## config.mk

```make
export PLATFORM = sky130hd
export DESIGN_NAME = mbst_tap
export DESIGN_NICKNAME = d
export VERILOG_FILES = /design/src/design/mbst_pkg.sv /design/src/design/mbst_edge_if.sv /design/src/design/mbst_sync.sv /design/src/design/mbst_tap.sv
export SDC_FILE = /design/constraint.sdc
export NUM_CORES = 1
export LEC_CHECK = 0
export BUFFER_PORTS_ARGS = -buffer_cell sky130_fd_sc_hd__buf_2
export CORE_MARGIN = 4
export CORE_UTILIZATION = 40
export CTS_CLUSTER_DIAMETER = 40
export DETAILED_ROUTE_END_ITERATION = 8
export MAX_ROUTING_LAYER = met4
export PLACE_DENSITY = 0.62
export SLEW_MARGIN = 20
export SYNTH_ARGS = -nofsm -noshare
export SYNTH_HDL_FRONTEND = slang
export SYNTH_HIERARCHICAL = 1
export SYNTH_SLANG_ARGS = --single-unit
```

## constraint.sdc

```tcl
create_clock -name i_clk -period 1.82 [get_ports i_clk]
set_input_delay 0.182 -clock i_clk [delete_from_list [all_inputs] [get_ports i_clk]]
set_output_delay 0.182 -clock i_clk [all_outputs]
set_load 0.005 [all_outputs]
```

## src/design/mbst_pkg.sv

```systemverilog
package mbst_pkg;
  // ==========================================
  // scan register lengths
  localparam int unsigned IR_LEN = 3;
  localparam int unsigned ID_LEN = 32;
  localparam int unsigned BSR_LEN = 109;
  // ==========================================
  // instruction codes
  localparam logic [2:0] INS_EXTEST = 3'h0;
  localparam logic [2:0] INS_IDCODE = 3'h1;
  localparam logic [2:0] INS_HIZ_SAMPLE = 3'h2;
  localparam logic [2:0] INS_SAMPLE = 3'h4;
  localparam logic [2:0] INS_BYPASS = 3'h7;
  localparam logic [1:0] IR_CAPTURE_PAT = 2'h1;
  // ==========================================
  // identification fields
  localparam int unsigned ID_VER_LSB = 29;
  localparam int unsigned ID_PART_LSB = 12;
  localparam int unsigned ID_MFR_LSB = 1;
  // arbitrary value
  localparam logic [2:0] ID_VERSION = 3'h0;
  // arbitrary value
  localparam logic [16:0] ID_PART = 17'h00123;
  // arbitrary value
  localparam logic [10:0] ID_MFR = 11'h055;
  localparam logic ID_PRESENT = 1'b1;
  localparam logic [31:0] ID_WORD = {ID_VERSION, ID_PART, ID_MFR, ID_PRESENT};
  // ==========================================
  // boundary cell that enables read outputs under extest
  localparam int unsigned BSR_OE_CELL = 108;
  // ==========================================
  // tap controller states
  typedef enum logic [3:0] {
    ST_RESET = 4'h0, ST_IDLE = 4'h1, ST_SEL_DR = 4'h2, ST_CAP_DR = 4'h3,
    ST_SH_DR = 4'h4, ST_EX1_DR = 4'h5, ST_PA_DR = 4'h6, ST_EX2_DR = 4'h7,
    ST_UPD_DR = 4'h8, ST_SEL_IR = 4'h9, ST_CAP_IR = 4'ha, ST_SH_IR = 4'hb,
    ST_EX1_IR = 4'hc, ST_PA_IR = 4'hd, ST_EX2_IR = 4'he, ST_UPD_IR = 4'hf
  } mbst_state_t;
endpackage

```

## src/design/mbst_edge_if.sv

```systemverilog
`timescale 1ns/1ns
// ==========================================
// synchronised link signals and edge strobes
interface mbst_edge_if;
  logic rise;
  logic fall;
  logic tms;
  logic tdi;
  modport src (output rise, output fall, output tms, output tdi);
  modport dst (input rise, input fall, input tms, input tdi);
endinterface

```

## src/design/mbst_sync.sv

```systemverilog
`timescale 1ns/1ns
// ==========================================
// two-flop synchronisers and tck edge detection
module mbst_sync (
  input wire logic i_clk,
  input wire logic i_resetn,
  input wire logic i_tck,
  input wire logic i_tms,
  input wire logic i_tdi,
  mbst_edge_if.src e
);
  logic [2:0] s1_r;
  logic [2:0] s2_r;
  logic tck_d_r;
  always_ff @(posedge i_clk or negedge i_resetn) begin
    if (!i_resetn) begin
      // tck idles low, tms and tdi high
      s1_r <= 3'h3;
      s2_r <= 3'h3;
      tck_d_r <= 1'b0;
    end else begin
      s1_r <= {i_tck, i_tms, i_tdi};
      s2_r <= s1_r;
      tck_d_r <= s2_r[2];
    end
  end
  assign e.rise = s2_r[2] & ~tck_d_r;
  assign e.fall = ~s2_r[2] & tck_d_r;
  assign e.tms = s2_r[1];
  assign e.tdi = s2_r[0];
endmodule

```

## src/design/mbst_tap.sv

```systemverilog
`timescale 1ns/1ns
// ==========================================
// Overview of operation
// - sample tms each tck rise for state
// - tdo changes only after tck fall
// - extest captures pin ring into bsr
// - idcode loads id, routes, memory unaffected
// - hiz sample captures, routes bsr, tristates outputs
// - sample/preload captures, routes bsr, no effect
// - bypass routes one-bit register, no effect
// - id holds version and part fields
// - id bits 11:1 hold manufacturer code
// - id bit zero always one
// - reset state loads idcode instruction
// - capture-ir loads low bits with 01
// - cell 108 gates outputs under extest
// - shift from tdi, msb nearest tdi
module mbst_tap (
  input wire logic i_clk,
  input wire logic i_resetn,
  input wire logic i_tck,
  input wire logic i_tms,
  input wire logic i_tdi,
  input wire logic [108:0] i_pins,
  output logic o_tdo,
  output logic o_tdo_oe_n,
  output logic o_q_oe_n,
  output logic o_extest,
  output logic [108:0] o_bsr_update
);
  // ==========================================
  // link sampling
  mbst_edge_if e ();
  mbst_sync u_sync (
    .i_clk(i_clk),
    .i_resetn(i_resetn),
    .i_tck(i_tck),
    .i_tms(i_tms),
    .i_tdi(i_tdi),
    .e(e)
  );

  mbst_pkg::mbst_state_t st_r;
  mbst_pkg::mbst_state_t st_nxt;
  logic [mbst_pkg::IR_LEN-1:0] ir_sh_r;
  logic [mbst_pkg::IR_LEN-1:0] ir_r;
  logic byp_r;
  logic [mbst_pkg::ID_LEN-1:0] id_r;
  logic [mbst_pkg::BSR_LEN-1:0] bsr_r;
  logic [mbst_pkg::BSR_LEN-1:0] upd_r;
  logic tdo_r;
  logic tdo_oe_n_r;
  logic q_oe_n_r;
  logic extest_r;
  logic [mbst_pkg::BSR_LEN-1:0] pins_s1_r;
  logic [mbst_pkg::BSR_LEN-1:0] pins_s2_r;

  // ==========================================
  // pin ring synchroniser
  always_ff @(posedge i_clk or negedge i_resetn) begin
    if (!i_resetn) begin
      pins_s1_r <= '0;
      pins_s2_r <= '0;
    end else begin
      pins_s1_r <= i_pins;
      pins_s2_r <= pins_s1_r;
    end
  end

  // ==========================================
  // next state
  always_comb begin
    st_nxt = st_r;
    unique case (st_r)
      mbst_pkg::ST_RESET: st_nxt = e.tms ? mbst_pkg::ST_RESET : mbst_pkg::ST_IDLE;
      mbst_pkg::ST_IDLE: st_nxt = e.tms ? mbst_pkg::ST_SEL_DR : mbst_pkg::ST_IDLE;
      mbst_pkg::ST_SEL_DR: st_nxt = e.tms ? mbst_pkg::ST_SEL_IR : mbst_pkg::ST_CAP_DR;
      mbst_pkg::ST_CAP_DR: st_nxt = e.tms ? mbst_pkg::ST_EX1_DR : mbst_pkg::ST_SH_DR;
      mbst_pkg::ST_SH_DR: st_nxt = e.tms ? mbst_pkg::ST_EX1_DR : mbst_pkg::ST_SH_DR;
      mbst_pkg::ST_EX1_DR: st_nxt = e.tms ? mbst_pkg::ST_UPD_DR : mbst_pkg::ST_PA_DR;
      mbst_pkg::ST_PA_DR: st_nxt = e.tms ? mbst_pkg::ST_EX2_DR : mbst_pkg::ST_PA_DR;
      mbst_pkg::ST_EX2_DR: st_nxt = e.tms ? mbst_pkg::ST_UPD_DR : mbst_pkg::ST_SH_DR;
      mbst_pkg::ST_UPD_DR: st_nxt = e.tms ? mbst_pkg::ST_SEL_DR : mbst_pkg::ST_IDLE;
      mbst_pkg::ST_SEL_IR: st_nxt = e.tms ? mbst_pkg::ST_RESET : mbst_pkg::ST_CAP_IR;
      mbst_pkg::ST_CAP_IR: st_nxt = e.tms ? mbst_pkg::ST_EX1_IR : mbst_pkg::ST_SH_IR;
      mbst_pkg::ST_SH_IR: st_nxt = e.tms ? mbst_pkg::ST_EX1_IR : mbst_pkg::ST_SH_IR;
      mbst_pkg::ST_EX1_IR: st_nxt = e.tms ? mbst_pkg::ST_UPD_IR : mbst_pkg::ST_PA_IR;
      mbst_pkg::ST_PA_IR: st_nxt = e.tms ? mbst_pkg::ST_EX2_IR : mbst_pkg::ST_PA_IR;
      mbst_pkg::ST_EX2_IR: st_nxt = e.tms ? mbst_pkg::ST_UPD_IR : mbst_pkg::ST_SH_IR;
      mbst_pkg::ST_UPD_IR: st_nxt = e.tms ? mbst_pkg::ST_SEL_DR : mbst_pkg::ST_IDLE;
    endcase
  end

  // ==========================================
  // decode
  wire is_ext = (ir_r == mbst_pkg::INS_EXTEST);
  wire is_id = (ir_r == mbst_pkg::INS_IDCODE);
  wire is_hiz = (ir_r == mbst_pkg::INS_HIZ_SAMPLE);
  wire is_smp = (ir_r == mbst_pkg::INS_SAMPLE);
  wire is_byp = (ir_r == mbst_pkg::INS_BYPASS);
  wire sel_bsr = is_ext | is_hiz | is_smp;
  wire in_reset = (st_r == mbst_pkg::ST_RESET);
  wire cap_dr = (st_r == mbst_pkg::ST_CAP_DR);
  wire sh_dr = (st_r == mbst_pkg::ST_SH_DR);
  wire upd_dr = (st_r == mbst_pkg::ST_UPD_DR);
  wire cap_ir = (st_r == mbst_pkg::ST_CAP_IR);
  wire sh_ir = (st_r == mbst_pkg::ST_SH_IR);
  wire upd_ir = (st_r == mbst_pkg::ST_UPD_IR);
  wire dr_bit = sel_bsr ? bsr_r[0] : (is_id ? id_r[0] : byp_r);
  wire tdo_nxt = sh_ir ? ir_sh_r[0] : dr_bit;
  wire shifting = sh_ir | sh_dr;
  // outputs enabled unless hiz sample, or extest with cell 108 low
  wire q_off = is_hiz | (is_ext & ~upd_r[mbst_pkg::BSR_OE_CELL]);

  // ==========================================
  // tap state
  always_ff @(posedge i_clk or negedge i_resetn) begin
    if (!i_resetn) begin
      st_r <= mbst_pkg::ST_RESET;
    end else if (e.rise) begin
      st_r <= st_nxt;
    end
  end

  // ==========================================
  // instruction register
  always_ff @(posedge i_clk or negedge i_resetn) begin
    if (!i_resetn) begin
      ir_sh_r <= mbst_pkg::INS_IDCODE;
      ir_r <= mbst_pkg::INS_IDCODE;
    end else if (e.rise) begin
      if (in_reset) begin
        ir_r <= mbst_pkg::INS_IDCODE;
      end else if (upd_ir) begin
        ir_r <= ir_sh_r;
      end
      if (cap_ir) begin
        ir_sh_r <= {1'b0, mbst_pkg::IR_CAPTURE_PAT};
      end else if (sh_ir) begin
        ir_sh_r <= {e.tdi, ir_sh_r[2:1]};
      end
    end
  end

  // ==========================================
  // bypass register
  always_ff @(posedge i_clk or negedge i_resetn) begin
    if (!i_resetn) begin
      byp_r <= 1'b0;
    end else if (e.rise) begin
      if (cap_dr && is_byp) begin
        byp_r <= 1'b0;
      end else if (sh_dr && is_byp) begin
        byp_r <= e.tdi;
      end
    end
  end

  // ==========================================
  // identification register
  always_ff @(posedge i_clk or negedge i_resetn) begin
    if (!i_resetn) begin
      id_r <= mbst_pkg::ID_WORD;
    end else if (e.rise) begin
      if (cap_dr && is_id) begin
        id_r <= mbst_pkg::ID_WORD;
      end else if (sh_dr && is_id) begin
        id_r <= {e.tdi, id_r[31:1]};
      end
    end
  end

  // ==========================================
  // boundary scan register
  always_ff @(posedge i_clk or negedge i_resetn) begin
    if (!i_resetn) begin
      bsr_r <= '0;
    end else if (e.rise) begin
      if (cap_dr && sel_bsr) begin
        bsr_r <= pins_s2_r;
      end else if (sh_dr && sel_bsr) begin
        bsr_r <= {e.tdi, bsr_r[108:1]};
      end
    end
  end

  // ==========================================
  // update latches
  always_ff @(posedge i_clk or negedge i_resetn) begin
    if (!i_resetn) begin
      upd_r <= '0;
      upd_r[mbst_pkg::BSR_OE_CELL] <= 1'b1;
    end else if (e.rise && in_reset) begin
      upd_r[mbst_pkg::BSR_OE_CELL] <= 1'b1;
    end else if (e.rise && upd_dr && sel_bsr) begin
      upd_r <= bsr_r;
    end
  end

  // ==========================================
  // outputs
  always_ff @(posedge i_clk or negedge i_resetn) begin
    if (!i_resetn) begin
      tdo_r <= 1'b0;
      tdo_oe_n_r <= 1'b1;
      q_oe_n_r <= 1'b0;
      extest_r <= 1'b0;
    end else begin
      if (e.fall) begin
        tdo_r <= tdo_nxt;
        tdo_oe_n_r <= ~shifting;
      end
      q_oe_n_r <= q_off;
      extest_r <= is_ext;
    end
  end

  assign o_tdo = tdo_r;
  assign o_tdo_oe_n = tdo_oe_n_r;
  assign o_q_oe_n = q_oe_n_r;
  assign o_extest = extest_r;
  assign o_bsr_update = upd_r;
endmodule

```

# Word-level counts from Yosys, hierarchy flattened
# Cells that the tools add are included.
dict set report totals {
  ff_bits 490
  inputBits 114
  elab_cells 102
  out_inout_bits 113
}
dict set report classes {
  n_reduce_logical 26
  n_eq_ne 19
  n_mux 28
  bitwise_logic 12
}
# op n
set op_table {}
lappend op_table {{$mux W109} 3}
lappend op_table {{$mux W32} 2}
lappend op_table {{$pmux W4 S12} 1}
lappend op_table {{$eq A4 B4 Y1 const B} 8}
lappend op_table {{$mux W3} 6}
lappend op_table {{$eq A4 B3 Y1 const B} 4}
lappend op_table {{$mux W4} 4}
lappend op_table {{$reduce_and A2 Y1} 6}
lappend op_table {{$reduce_bool A2 Y1} 6}
lappend op_table {{$logic_and A1 B1 Y1} 9}
lappend op_table {{$mux W1} 9}
lappend op_table {{$eq A4 B2 Y1 const B} 2}
lappend op_table {{$eq A3 B3 Y1 const B} 2}
lappend op_table {{$mux W2} 3}
lappend op_table {{$not A1 Y1} 5}
lappend op_table {{$eq A4 B1 Y1 const B} 1}
lappend op_table {{$logic_not A4 Y1} 1}
lappend op_table {{$or A1 B1 Y1} 4}
lappend op_table {{$reduce_or A2 Y1} 2}
lappend op_table {{$and A1 B1 Y1} 3}
lappend op_table {{$eq A3 B1 Y1 const B} 1}
lappend op_table {{$eq A3 B2 Y1 const B} 1}
lappend op_table {{$logic_not A3 Y1} 1}
lappend op_table {{$reduce_or A3 Y1} 1}

# Longest topological paths before layout
dict set report logic_depth {
  depth_word 6
  mapped_depth 9
  mapped_depth_nobuf 5
}

# By module
# Netlist, hierarchy kept.
# mod instances seq_area_each_um2 area_per_inst_um2 cells_each
set by_module_without_submodules {}
lappend by_module_without_submodules {mbst_tap 1 12102.9 16762.3 1176}
lappend by_module_without_submodules {mbst_sync 1 180.2 195.2 9}

# Worst setup path after synthesis
# Ideal clock, no wire load.
dict set report synth_path {
  kind {flip-flop to flip-flop}
  start {register u_sync.tck_d_r}
  end {register bsr_r[100] (netlist bit)}
  setup_time_ps 133
  t_arrival_ps 1663
  setup_slack_ps 24
  n_path_buf 4
  path_stages_with_launch 10
  cell_sequence {dfrtp_1 nor2b_1 nor2b_1 o211ai_2 buf_6 buf_6 buf_6 buf_6 nand2_1 o21ai_0}
}
dict set report synth_via {
  elab_chain_cells 3
}
# item line_no
set synth_rtl {}
lappend synth_rtl {{start: declaration} mbst_sync.sv:14} ;# logic tck_d_r;
lappend synth_rtl {{start signal: assignment} mbst_sync.sv:24} ;# tck_d_r <= s2_r[2];
lappend synth_rtl {{$not A1 Y1} mbst_sync.sv:27} ;# assign e.rise = s2_r[2] & ~tck_d_r;
lappend synth_rtl {{$and A1 B1 Y1} mbst_sync.sv:27}
lappend synth_rtl {{via e.rise} mbst_edge_if.sv:5} ;# logic rise;
lappend synth_rtl {{$reduce_and A2 Y1 (no line)} --}
lappend synth_rtl {{end signal: assignment} mbst_tap.sv:180} ;# bsr_r <= pins_s2_r;
lappend synth_rtl {{end signal: assignment} mbst_tap.sv:182} ;# bsr_r <= {e.tdi, bsr_r[108:1]};
lappend synth_rtl {{end: declaration} mbst_tap.sv:49} ;# logic [mbst_pkg::BSR_LEN-1:0] bsr_r;
# The timed path passes the listed nets, and every way through them passes these cells.
# A chain may end at the register's enable or synchronous reset.

# Final worst setup path
dict set report layout_path {
  start {register st_r[0]}
  end {register bsr_r[84] (netlist bit)}
}
dict set report layout_via {
  elab_chain_cells 4
  word_cells_on_any_way 7
}
# item line_no
set layout_rtl {}
lappend layout_rtl {{start: declaration} mbst_tap.sv:43} ;# mbst_pkg::mbst_state_t st_r;
lappend layout_rtl {{start signal: assignment} mbst_tap.sv:119} ;# st_r <= mbst_pkg::ST_RESET;
lappend layout_rtl {{start signal: assignment} mbst_tap.sv:121} ;# st_r <= st_nxt;
lappend layout_rtl {{$eq A4 B2 Y1 or $eq A4 B3 Y1 (tied branches)} {mbst_tap.sv:103, mbst_tap.sv:104}}
lappend layout_rtl {{$logic_and A1 B1 Y1 (on tied branches)} {mbst_tap.sv:179, mbst_tap.sv:181}}
lappend layout_rtl {{$reduce_bool A2 Y1 (no line)} --}
lappend layout_rtl {{$reduce_and A2 Y1 (no line)} --}
# Several ways; a longest one is shown, not always the timed one.

==> summary.md <==
| Metric | Value |
|---|---|
| Sink Count | `490` |
| # diodes | `0` |
| Most frequent cells in the layout | `dfrtp_1, buf_2, nand2_1, o21ai_0, dlygate4sd3_1` |
| Clock Latency Late Sink | `0.59 ns` |
| Fin util | `54.0%` |
| HPWL after detailed placement | `23.0 mm` |
| Drc violations | `0` |
| Setup violations, final | `0` |
| TNS Setup | `0 ns` |
| Layout Nets | `1699` |
| Async SR Flop Fraction | `100%` |
| Worst R2R End | `bsr_r[84]` |
| Peak VDD IR | `0.00124 V` |
| Crit path max-delay family | `compound AO/OA/AOI/OAI gates` |
| Setup bufs post-CTS | `0` |
| Setup CP Type | `reg2reg` |
| Core Footprint | `41900 um2` |
| Synth unique cells | `49` |
| Commonest non-fill, non-tap cell in the layout | `dfrtp_1` |
| P_leak | `10.7 nW` |
| GRT overflow | `0` |
| DRT antenna net count | `0` |
| WL/cell | `16.4 um` |
| Syn-to-layout area delta | `33.6%` |
| Root buffer cell | `clkbuf_16` |
| Req. time, crit path | `2.26 ns` |
| RSZ-0062 raised after global routing | `no` |
| Global-route usage over all layers | `16.5%` |
| EDFF count, synth | `0` |
| Router iterations before antenna repair | `4` |
| CP arrival | `2.14 ns` |
| Multi-input gate area | `4290 um2` |
| Startpoint Class | `register` |
| Die area | `45800 um2` |
| Crit path buffers/inverters | `1` |
| Slowest library cell on the worst path | `dfrtp_1` |
| CP max stage delay | `0.45 ns` |
| Global-route wire length before repair | `58.1 mm` |
| CTS H-tree depth | `3` |
| Final Hold Fails | `0` |
| FF-to-FF Start | `st_r[0]` |
| Fin crit period | `1.71 ns` |
| Row count | `75` |
| Hold WC Path Type | `in2async` |
| Vias in the first global route | `11000` |
| Die W | `214 um` |
| Ports | `227` |
| # port buffers | `226` |
| Syn Nets | `1299` |
| Fmax | `586 MHz` |
| Post-synthesis sequential area ratio | `72.4%` |
| Die span in y | `214 um` |
| Worst-Margin Slew | `0.429 ns` |
| Ys flop type | `dfrtp_1` |
| Layout cells sized above 1 | `31.5%` |
| Initial Utilization | `40.4%` |
| R2r setup slk | `0.11 ns` |
| Detailed Route WL | `35.6 mm` |
| Reg clk slew, reported paths | `0.06 ns` |
| Antenna violations before repair | `0` |
| Slew Viols, Final | `0` |
| Drt via density | `4.71` |
| Register area | `12300 um2` |
| Worst Skew | `0.0282 ns` |
| Synth warn | `6` |
| Critical path cell sequence | `and3b_1, o211ai_4, buf_12, o21ai_0` |
| Cells after synthesis | `1185` |
| Mean Syn Cell Area | `14.3 um2` |
| TritonCTS clock tree | `built` |
| Period utilization | `93.8%` |
| Mapped Area | `17000 um2` |
| Clk buf depth | `3` |
| Fill cells | `3397` |
| DR iter-0 viols | `690` |
| FF+latch count, synth | `490` |
| Reg2Reg Depth | `4` |
| Outcome | `completed` |
| Worst slew margin | `71.4%` |
| Largest net degree at the start of global routing | `89` |
| Via count | `10300` |
| Num CTS Buffers | `67` |
| CP max FO | `88` |
| Power Density | `1280 nW/um2` |
| Gpl congestion | `0.814` |
| CP Capture Type | `register` |
| Max-cap violations | `0` |
logic make-up (layout without fill, tap and decap cells):
group	count (synthesis)	after routing	synth area share (%)
muxes	220	220	13.8
buffers and inverters	74	528	2.45
and+or+nand+nor	220	220	5.44
DFF	490	490	72.4
AOI/OAI and AO/OA	181	181	5.88
synth_stat cells, drive strengths merged, types with 2 or more instances:
master	instances	area share (%)
dfrtp	473	70
nand2	174	3.9
o21ai	147	4.3
mux2	110	7.3
mux2i	110	6.5
buf	47	1.8
nor2	21	0.48
clkbuf	20	0.46
dfstp	17	2.6
a21oi	12	0.42
inv	7	0.15
nor2b	6	0.22
o211ai	6	0.30
nand3	4	0.12
a22o	2	0.10
a32oi	2	0.10
and2b	2	0.096
nand2b	2	0.074
nor3	2	0.059
nor3b	2	0.12
o32ai	2	0.10
registers in the layout, indices dropped and copies added, names as in the netlist, 3 cells and up:
signal / count
pins_s1_r: 109
id_r: 32
o_bsr_update: 109
ir_sh_r: 3
u_sync/s2_r: 3
ir_r: 3
bsr_r: 109
pins_s2_r: 109
st_r: 4
u_sync/s1_r: 3
worst reg2reg max path, cell delays in order (launching register included):
cell and delay, ns:
dfrtp_1 0.45, and3b_1 0.29, o211ai_4 0.28, buf_12 0.32
o21ai_0 0.24
power breakdown:
part / switching [W] / internal (W) / leakage, nW / total (W)
sequential: 0.000567 / 0.0118 / 6.26 / 0.0124
combinational: 0.00191 / 0.00175 / 3.35 / 0.00366
clock: 0.00494 / 0.00801 / 1.10 / 0.0129
total: 0.00741 / 0.0216 / 10.7 / 0.0290
worst max path at each step:
stage	slack [ns]	start	cells after the start	to
2_1_floorplan	0.02	u_sync/tck_d_r	9	bsr_r[100]
3_3_place_gp	0.17	st_r[2]	5	bsr_r[18]
3_5_place_dp	0.12	st_r[0]	4	bsr_r[39]
4_1_cts	0.13	st_r[0]	4	bsr_r[84]
5_1_grt	0.03	st_r[0]	4	bsr_r[4]
6_report	0.11	st_r[0]	4	bsr_r[84]
timing repair:
action / CTS / global route
gates resized for setup: 0 / 1
endpoints found under the hold margin: 595 / 0
endpoints found under the setup margin: 0 / 1
hold buffers: 113 / 0
stage by stage:
step	cell area, um2	hold slack, ns	cells	worst slack [ns]	total power, W
after floorplan	17000	-0.114	1185	0.0238	0.0147
after global placement	19300	0.0562	1942	0.167	0.0160
after detailed placement	19300	0.0573	1942	0.121	0.0161
after CTS	22700	0.0332	2178	0.128	0.0294
after global routing	22700	0.0647	2178	0.0278	0.0304
final	22700	0.0736	2178	0.113	0.0290
cell type report:
class	count	area share [%]
clock buffers	83	8.07
clock inverters	40	1.97
inverters	7	0.116
multi-input cells	621	18.9
flip-flops and latches	490	54.2
well taps	539	2.98
repair buffers	398	13.7
metal layers:
metal	GRT usage, %	vias up	share of wire [%]
li1	-	4846	-
met2	24.6	230	47
met3	4.18	73	5.3
met1	22.0	5102	45
met4	5.94	0	2.8
met5	-	-	0
Note: power is estimated with default switching activity, not from simulation.
